## src/sca_pkg.sv

```systemverilog
// constants, register map and field layout of the seconds counter with alarm
`default_nettype none
package sca_pkg;
    localparam int ADDR_W = 8;
    localparam int DATA_W = 32;
    localparam logic [7:0] ADDR_COUNT      = 8'h00;
    localparam logic [7:0] ADDR_ALARM      = 8'h04;
    localparam logic [7:0] ADDR_STATUS     = 8'h08;
    localparam logic [7:0] ADDR_TRIM       = 8'h0c;
    localparam logic [7:0] ADDR_IRQ_STAT   = 8'h10;
    localparam logic [7:0] ADDR_IRQ_MASK   = 8'h14;
    localparam int ST_ALARM_FLAG  = 0;
    localparam int ST_TICK_FLAG   = 1;
    localparam int ST_ALARM_EN    = 2;
    localparam int ST_TICK_EN     = 3;
    localparam int ST_W           = 4;
    localparam int INT_DIV_LSB    = 0;
    localparam int INT_DIV_W      = 16;
    localparam int DEL_LSB        = 16;
    localparam int DEL_W          = 10;
    localparam int TRIM_W         = 26;
    localparam logic [TRIM_W-1:0] TRIM_RESET = 26'h0000000;
    localparam logic [DEL_W-1:0]  TRIM_INTERVAL_LAST = 10'h3fe;
    localparam int IRQ_W          = 2;
    localparam int IRQ_ALARM      = 0;
    localparam int IRQ_TICK       = 1;
endpackage
`default_nettype wire

```

## src/sca_rtc.sv

```systemverilog
// seconds counter with alarm compare, status flags, trimmed tick divider and register port
`default_nettype none
module sca_rtc (
    input  wire logic        ref_clk_i,
    input  wire logic        rst_n_i,
    input  wire logic        osc_32k_i,
    input  wire logic [7:0]  addr_i,
    input  wire logic [31:0] wr_data_i,
    input  wire logic        wr_i,
    input  wire logic        rd_i,
    output logic      [31:0] rd_data_o,
    output logic             alarm_req_o,
    output logic             tick_req_o,
    output logic             irq_o
);
    logic [2:0]  osc_sync_r;
    logic        osc_edge;
    logic [31:0] count_r;
    logic [31:0] alarm_r;
    logic [31:0] pend_val_r;
    logic        pend_r;
    logic [sca_pkg::TRIM_W-1:0]    trim_r;
    logic [sca_pkg::INT_DIV_W-1:0] div_r;
    logic [sca_pkg::DEL_W-1:0]     interval_r;
    logic [sca_pkg::DEL_W-1:0]     del_left_r;
    logic        tick_pulse;
    logic        step_en;
    logic        load_now;
    logic [31:0] count_inc;
    logic        alarm_hit;
    logic        alarm_flag_r;
    logic        tick_flag_r;
    logic        alarm_en_r;
    logic        tick_en_r;
    logic [sca_pkg::IRQ_W-1:0] irq_stat_r;
    logic [sca_pkg::IRQ_W-1:0] irq_mask_r;
    logic [sca_pkg::IRQ_W-1:0] irq_ev;
    logic [31:0] rd_data_r;
    logic        alarm_req_r;
    logic        tick_req_r;
    logic        irq_r;
    logic        wr_count;
    logic        wr_status;

    assign wr_count  = wr_i && (addr_i == sca_pkg::ADDR_COUNT);
    assign wr_status = wr_i && (addr_i == sca_pkg::ADDR_STATUS);

    // oscillator input brought into the processor clock domain
    always_ff @(posedge ref_clk_i or negedge rst_n_i)
    begin
        if (!rst_n_i)
            osc_sync_r <= 3'h0;
        else
            osc_sync_r <= {osc_sync_r[1:0], osc_32k_i};
    end
    assign osc_edge = osc_sync_r[1] && !osc_sync_r[2];

    // clocks being deleted do not advance the divider
    assign step_en    = osc_edge && (del_left_r == '0);
    assign tick_pulse = step_en && (div_r == trim_r[sca_pkg::INT_DIV_LSB +: sca_pkg::INT_DIV_W]);
    assign load_now   = osc_edge && pend_r;
    assign count_inc  = count_r + 32'h00000001;
    assign alarm_hit  = tick_pulse && !load_now && (count_inc == alarm_r) && alarm_en_r;

    always_ff @(posedge ref_clk_i or negedge rst_n_i)
    begin
        if (!rst_n_i)
            trim_r <= sca_pkg::TRIM_RESET;
        else if (wr_i && addr_i == sca_pkg::ADDR_TRIM)
            trim_r <= wr_data_i[sca_pkg::TRIM_W-1:0];
    end

    always_ff @(posedge ref_clk_i or negedge rst_n_i)
    begin
        if (!rst_n_i)
            div_r <= '0;
        else if (tick_pulse)
            div_r <= '0;
        else if (step_en)
            div_r <= div_r + 16'h0001;
    end

    // every interval of ticks, hold the divider for the programmed delete count
    always_ff @(posedge ref_clk_i or negedge rst_n_i)
    begin
        if (!rst_n_i)
        begin
            interval_r <= '0;
            del_left_r <= '0;
        end
        else
        begin
            if (tick_pulse)
            begin
                if (interval_r == sca_pkg::TRIM_INTERVAL_LAST)
                begin
                    interval_r <= '0;
                    del_left_r <= trim_r[sca_pkg::DEL_LSB +: sca_pkg::DEL_W];
                end
                else
                    interval_r <= interval_r + 10'h001;
            end
            else if (osc_edge && del_left_r != '0)
                del_left_r <= del_left_r - 10'h001;
        end
    end

    // counter and alarm hold through every reset
    always_ff @(posedge ref_clk_i)
    begin
        if (load_now)
            count_r <= pend_val_r;
        else if (tick_pulse)
            count_r <= count_inc;
    end

    always_ff @(posedge ref_clk_i)
    begin
        if (wr_i && addr_i == sca_pkg::ADDR_ALARM)
            alarm_r <= wr_data_i;
    end

    always_ff @(posedge ref_clk_i or negedge rst_n_i)
    begin
        if (!rst_n_i)
        begin
            pend_r     <= 1'b0;
            pend_val_r <= 32'h00000000;
        end
        else if (load_now)
            pend_r <= 1'b0;
        else if (wr_count && !pend_r)
        begin
            pend_r     <= 1'b1;
            pend_val_r <= wr_data_i;
        end
    end

    // status flags: hardware set wins over write-one clear
    always_ff @(posedge ref_clk_i or negedge rst_n_i)
    begin
        if (!rst_n_i)
        begin
            alarm_flag_r <= 1'b0;
            tick_flag_r  <= 1'b0;
            alarm_en_r   <= 1'b0;
            tick_en_r    <= 1'b0;
        end
        else
        begin
            if (alarm_hit)
                alarm_flag_r <= 1'b1;
            else if (wr_status && wr_data_i[sca_pkg::ST_ALARM_FLAG])
                alarm_flag_r <= 1'b0;
            if (tick_pulse)
                tick_flag_r <= 1'b1;
            else if (wr_status && wr_data_i[sca_pkg::ST_TICK_FLAG])
                tick_flag_r <= 1'b0;
            if (wr_status)
            begin
                alarm_en_r <= wr_data_i[sca_pkg::ST_ALARM_EN];
                tick_en_r  <= wr_data_i[sca_pkg::ST_TICK_EN];
            end
        end
    end

    always_ff @(posedge ref_clk_i or negedge rst_n_i)
    begin
        if (!rst_n_i)
        begin
            alarm_req_r <= 1'b0;
            tick_req_r  <= 1'b0;
        end
        else
        begin
            alarm_req_r <= alarm_flag_r && alarm_en_r;
            tick_req_r  <= tick_flag_r && tick_en_r;
        end
    end

    // sticky interrupt status, cleared by reading it; new events win
    assign irq_ev[sca_pkg::IRQ_ALARM] = alarm_hit;
    assign irq_ev[sca_pkg::IRQ_TICK]  = tick_pulse;

    always_ff @(posedge ref_clk_i or negedge rst_n_i)
    begin
        if (!rst_n_i)
            irq_stat_r <= '0;
        else if (rd_i && addr_i == sca_pkg::ADDR_IRQ_STAT)
            irq_stat_r <= irq_ev;
        else
            irq_stat_r <= irq_stat_r | irq_ev;
    end

    always_ff @(posedge ref_clk_i or negedge rst_n_i)
    begin
        if (!rst_n_i)
            irq_mask_r <= '0;
        else if (wr_i && addr_i == sca_pkg::ADDR_IRQ_MASK)
            irq_mask_r <= wr_data_i[sca_pkg::IRQ_W-1:0];
    end

    always_ff @(posedge ref_clk_i or negedge rst_n_i)
    begin
        if (!rst_n_i)
            irq_r <= 1'b0;
        else
            irq_r <= |(irq_stat_r & irq_mask_r);
    end

    // read data stand only in the cycle after the strobe
    always_ff @(posedge ref_clk_i or negedge rst_n_i)
    begin
        if (!rst_n_i)
            rd_data_r <= 32'h00000000;
        else if (rd_i)
        begin
            case (addr_i)
                sca_pkg::ADDR_COUNT:    rd_data_r <= count_r;
                sca_pkg::ADDR_ALARM:    rd_data_r <= alarm_r;
                sca_pkg::ADDR_STATUS:   rd_data_r <= {28'h0000000, tick_en_r, alarm_en_r,
                                                      tick_flag_r, alarm_flag_r};
                sca_pkg::ADDR_TRIM:     rd_data_r <= {6'h00, trim_r};
                sca_pkg::ADDR_IRQ_STAT: rd_data_r <= {30'h00000000, irq_stat_r};
                sca_pkg::ADDR_IRQ_MASK: rd_data_r <= {30'h00000000, irq_mask_r};
                default:                rd_data_r <= 32'h00000000;
            endcase
        end
        else
            rd_data_r <= 32'h00000000;
    end

    assign rd_data_o   = rd_data_r;
    assign alarm_req_o = alarm_req_r;
    assign tick_req_o  = tick_req_r;
    assign irq_o       = irq_r;
endmodule
`default_nettype wire

```

## config.mk

```make
export PLATFORM = sky130hd
export DESIGN_NAME = sca_rtc
export DESIGN_NICKNAME = d
export VERILOG_FILES = /design/src/sca_pkg.sv /design/src/sca_rtc.sv
export SDC_FILE = /design/constraint.sdc
export NUM_CORES = 1
export LEC_CHECK = 0
export BUFFER_PORTS_ARGS = -buffer_cell sky130_fd_sc_hd__buf_2
export CORE_ASPECT_RATIO = 1.1
export CORE_MARGIN = 2
export CORE_UTILIZATION = 40
export CTS_CLUSTER_SIZE = 40
export DETAILED_ROUTE_END_ITERATION = 16
export GPL_ROUTABILITY_DRIVEN = 0
export PLACE_DENSITY_LB_ADDON = 0.1
export SYNTH_ARGS = -nofsm -noshare
export SYNTH_HDL_FRONTEND = slang
export SYNTH_SLANG_ARGS = --single-unit
```

## constraint.sdc

```tcl
create_clock -name ref_clk_i -period 6.6 [get_ports ref_clk_i]
set_input_delay 0.99 -clock ref_clk_i [delete_from_list [all_inputs] [get_ports ref_clk_i]]
set_output_delay 0.99 -clock ref_clk_i [all_outputs]
set_load 0.02 [all_outputs]
```

==> results.toml <==
[placed_design]
numPortBuffers = 79
dpl_cell_area_mm2 = 0.0108
dp_hpwl_mm = 18.3
placed_cells = 1286

[critical_path]
worstPathRequired_ns = 6.98
arrival_ns = 4.29
path_delay_family = "simple AND/OR/NAND/NOR gates"
crit_fanout = 16
timing_worst_setup_path_type = "reg2reg"
reg2reg_to = "del_left_r[4]$_DFFE_PN0P_"
end_kind = "register"
reg2reg_depth = 9
path_buf_inv = 2
worstPathCellList = "inv_1 > ha_1 > or4b_4 > nor4_1 > nand2_1 > buf_4 > o21ai_1 > nand3_1 > o2bb2ai_1"
worstReg2RegStart = "del_left_r[0]$_DFFE_PN0P_"
max_stage_delay_ns = 0.78
slowest_stage = "nor4_1"
timing.reg2reg.setup_slack_ns = 2.69
crit_path_start_kind = "register"

[clocking]
cts_buffer_depth = 3
tritoncts = "yes"
hold_buffers = 0
clock_sinks = 205
cts-buffers-inserted = 24
cts_resized = 0
htreeDepth = 1
root_buffer = "clkbuf_16"
insertion_delay_ns = 0.51
post_cts_buffers = 0
clk_pin_slew_ns = 0.06

[cells_and_area]
finalInstanceArea_mm2 = 0.0116
diodes = 0
fin_cells = 1329
nets = 1047
area_growth_pct = 14.6
multiInputGateArea_mm2 = 0.00444
fillers = 2348
regArea_mm2 = 0.00545
final_cell_mix = "141 x dfrtp_1, 116 x nor2_1, 78 x buf_2"
drive_gt1_share_pct = 20.1
layout.cells.most_common = "dfrtp_1"

[timing]
maxSlewHeadroom_pct = 39.6
finalCritPeriodShare_pct = 59.3
hold_viol = 0
min_period_ns = 3.91
setup_viol = 0
timing.fmax_ghz = 0.256
maxSlewViolCount = 0
finalClockSkew_ns = 0.0113
fin_setup_tns_ns = 0
timing.hold.ws_ns = 0.350
worstMarginPinSlew_ns = 0.899
rsz0062_at_grt = "false"

[global_routing]
use_met2_pct = 32.3
grtUsageMet1_pct = 27.9
track_usage_pct = 19.8
grt_max_degree = 90
grt_overflow = 0
grt_first_pass_wirelength_mm = 41.2
grt_pass1_vias = 7344
grt.busiest_layer = "met2"
grt_antenna_before_repair = 2
gr-usage-met3_pct = 2.87

[synthesis]
synth_edf_count = 64
synthFlopType = "dfrtp_1"
avgSynthCellArea_um2 = 10.9
synth-seq-cells = 205
syn_inst = 933
synth_fp_nets = 983
yosysSeqAreaShare_pct = 53.6
synth_area_mm2 = 0.0102
yosys.cell_types.count = 68
async_flop_share_pct = 68.8
yosysWarnings = 0

[pwr]
leakagePower_nw = 5.10
power_mw = 3.05
powerDensity_mw_per_mm2 = 262
max-vdd-ir-drop_v = 0.000170

[floorplanning]
rows = 61
core_mm2 = 0.0251
initial_utilization_pct = 40.5
die_y_um = 171
die_x_um = 156
die-area_mm2 = 0.0267
pin_count = 80

[routing]
vias_per_cell = 5.57
route.antenna.remaining_nets = 0
drc_errors = 0
dr.pass1.iters = 5
wl_per_cell_um = 19.5
drt_iter0_markers = 529
drt-total-wl_mm = 26.0
vias = 7398

[hold_path]
hold-path-cell-count = 0
min_path_type = "reg2reg"
min_to = "osc_sync_r[1]$_DFF_PN0_"
min_from = "osc_sync_r[0]$_DFF_PN0_"

[outcome]
status = "complete, no violations"

[job]
drv_cap = 0
==> sequential cells by signal (all words and copies together) (netlist names), 3 cells and up <==
register / count
rd_data_o: 32
pend_val_r: 32
alarm_r: 32
trim_r: 26
count_r: 32
osc_sync_r: 3
del_left_r: 10
interval_r: 10
div_r: 16
==> routing by layer <==
metal,wire length [um],part of all wire (%)
met2,12100,47
met4,595,2.3
met1,12100,46
met5,0,0
met3,1190,4.6
==> area by class of cell <==
| type | count | share of cell area [%] |
|---|---|---|
| Sequential cell | 205 | 46.8 |
| Multi-Input combinational cell | 657 | 38.2 |
| Clock buffer | 39 | 6.43 |
| Timing Repair Buffer | 91 | 4.22 |
| Tap cell | 315 | 3.38 |
| Inverter | 18 | 0.580 |
| Clock inverter | 4 | 0.430 |
==> worst max-delay path by stage <==
stage                              startpoint  slack, ns  cells after the start                        end
floorplan                           addr_i[1]       1.79                      4       alarm_r[0]$_DFFE_PP_
global placement    del_left_r[0]$_DFFE_PN0P_       2.72                      9  del_left_r[4]$_DFFE_PN0P_
detailed placement  del_left_r[0]$_DFFE_PN0P_       2.66                      9  del_left_r[4]$_DFFE_PN0P_
CTS                 del_left_r[0]$_DFFE_PN0P_       2.65                      9  del_left_r[4]$_DFFE_PN0P_
global route        del_left_r[0]$_DFFE_PN0P_       2.23                      9  del_left_r[9]$_DFFE_PN0P_
finish              del_left_r[0]$_DFFE_PN0P_       2.69                      9  del_left_r[4]$_DFFE_PN0P_
==> per-stage QoR <==
step | util, % | worst slack [ns]
after global routing | 46.4 | 2.23
after CTS | 46.4 | 2.65
final | 46.4 | 2.69
after floorplan | - | 1.79
after detailed placement | 43.2 | 2.66
after global placement | 43.2 | 2.72
==> cells in the mapped netlist (all sizes together), types with 8 or more instances <==
library cell	n	share of area [%]
dfrtp	141	35
nor2	116	4.3
a21oi	71	3.5
nand2	66	2.4
edfxtp	64	19
mux2	64	7.1
xnor2	46	4.0
clkbuf	40	1.5
o21ai	32	1.6
nand4	30	1.8
xor2	30	2.6
mux2i	29	2.9
nand3	26	1.3
inv	18	0.66
and3	14	0.86
buf	13	0.59
nor4	13	0.86
and4	11	0.95
nor3	11	0.59
and2	10	0.62
o31ai	8	0.59
==> power breakdown <==
part / internal [mW] / leakage [nW] / switching [mW] / total, mW
Clock: 0.812 / 0.384 / 0.518 / 1.33
Sequential: 1.38 / 2.50 / 0.0752 / 1.45
Combinational: 0.113 / 2.22 / 0.157 / 0.271
==> cell families after synthesis <==
| logic type | after synthesis | share of synthesized area [%] |
|---|---|---|
| AOI/OAI and AO/OA | 150 | 8.87 |
| muxes | 97 | 10.8 |
| and+or+nand+nor | 324 | 15.7 |
| DFF | 205 | 53.6 |
| xor gates and xnor gates | 81 | 7.67 |
| buffers and inverters | 71 | 2.73 |
| adders and majority gates | 5 | 0.615 |
Note: power is estimated with default switching activity, not from simulation.
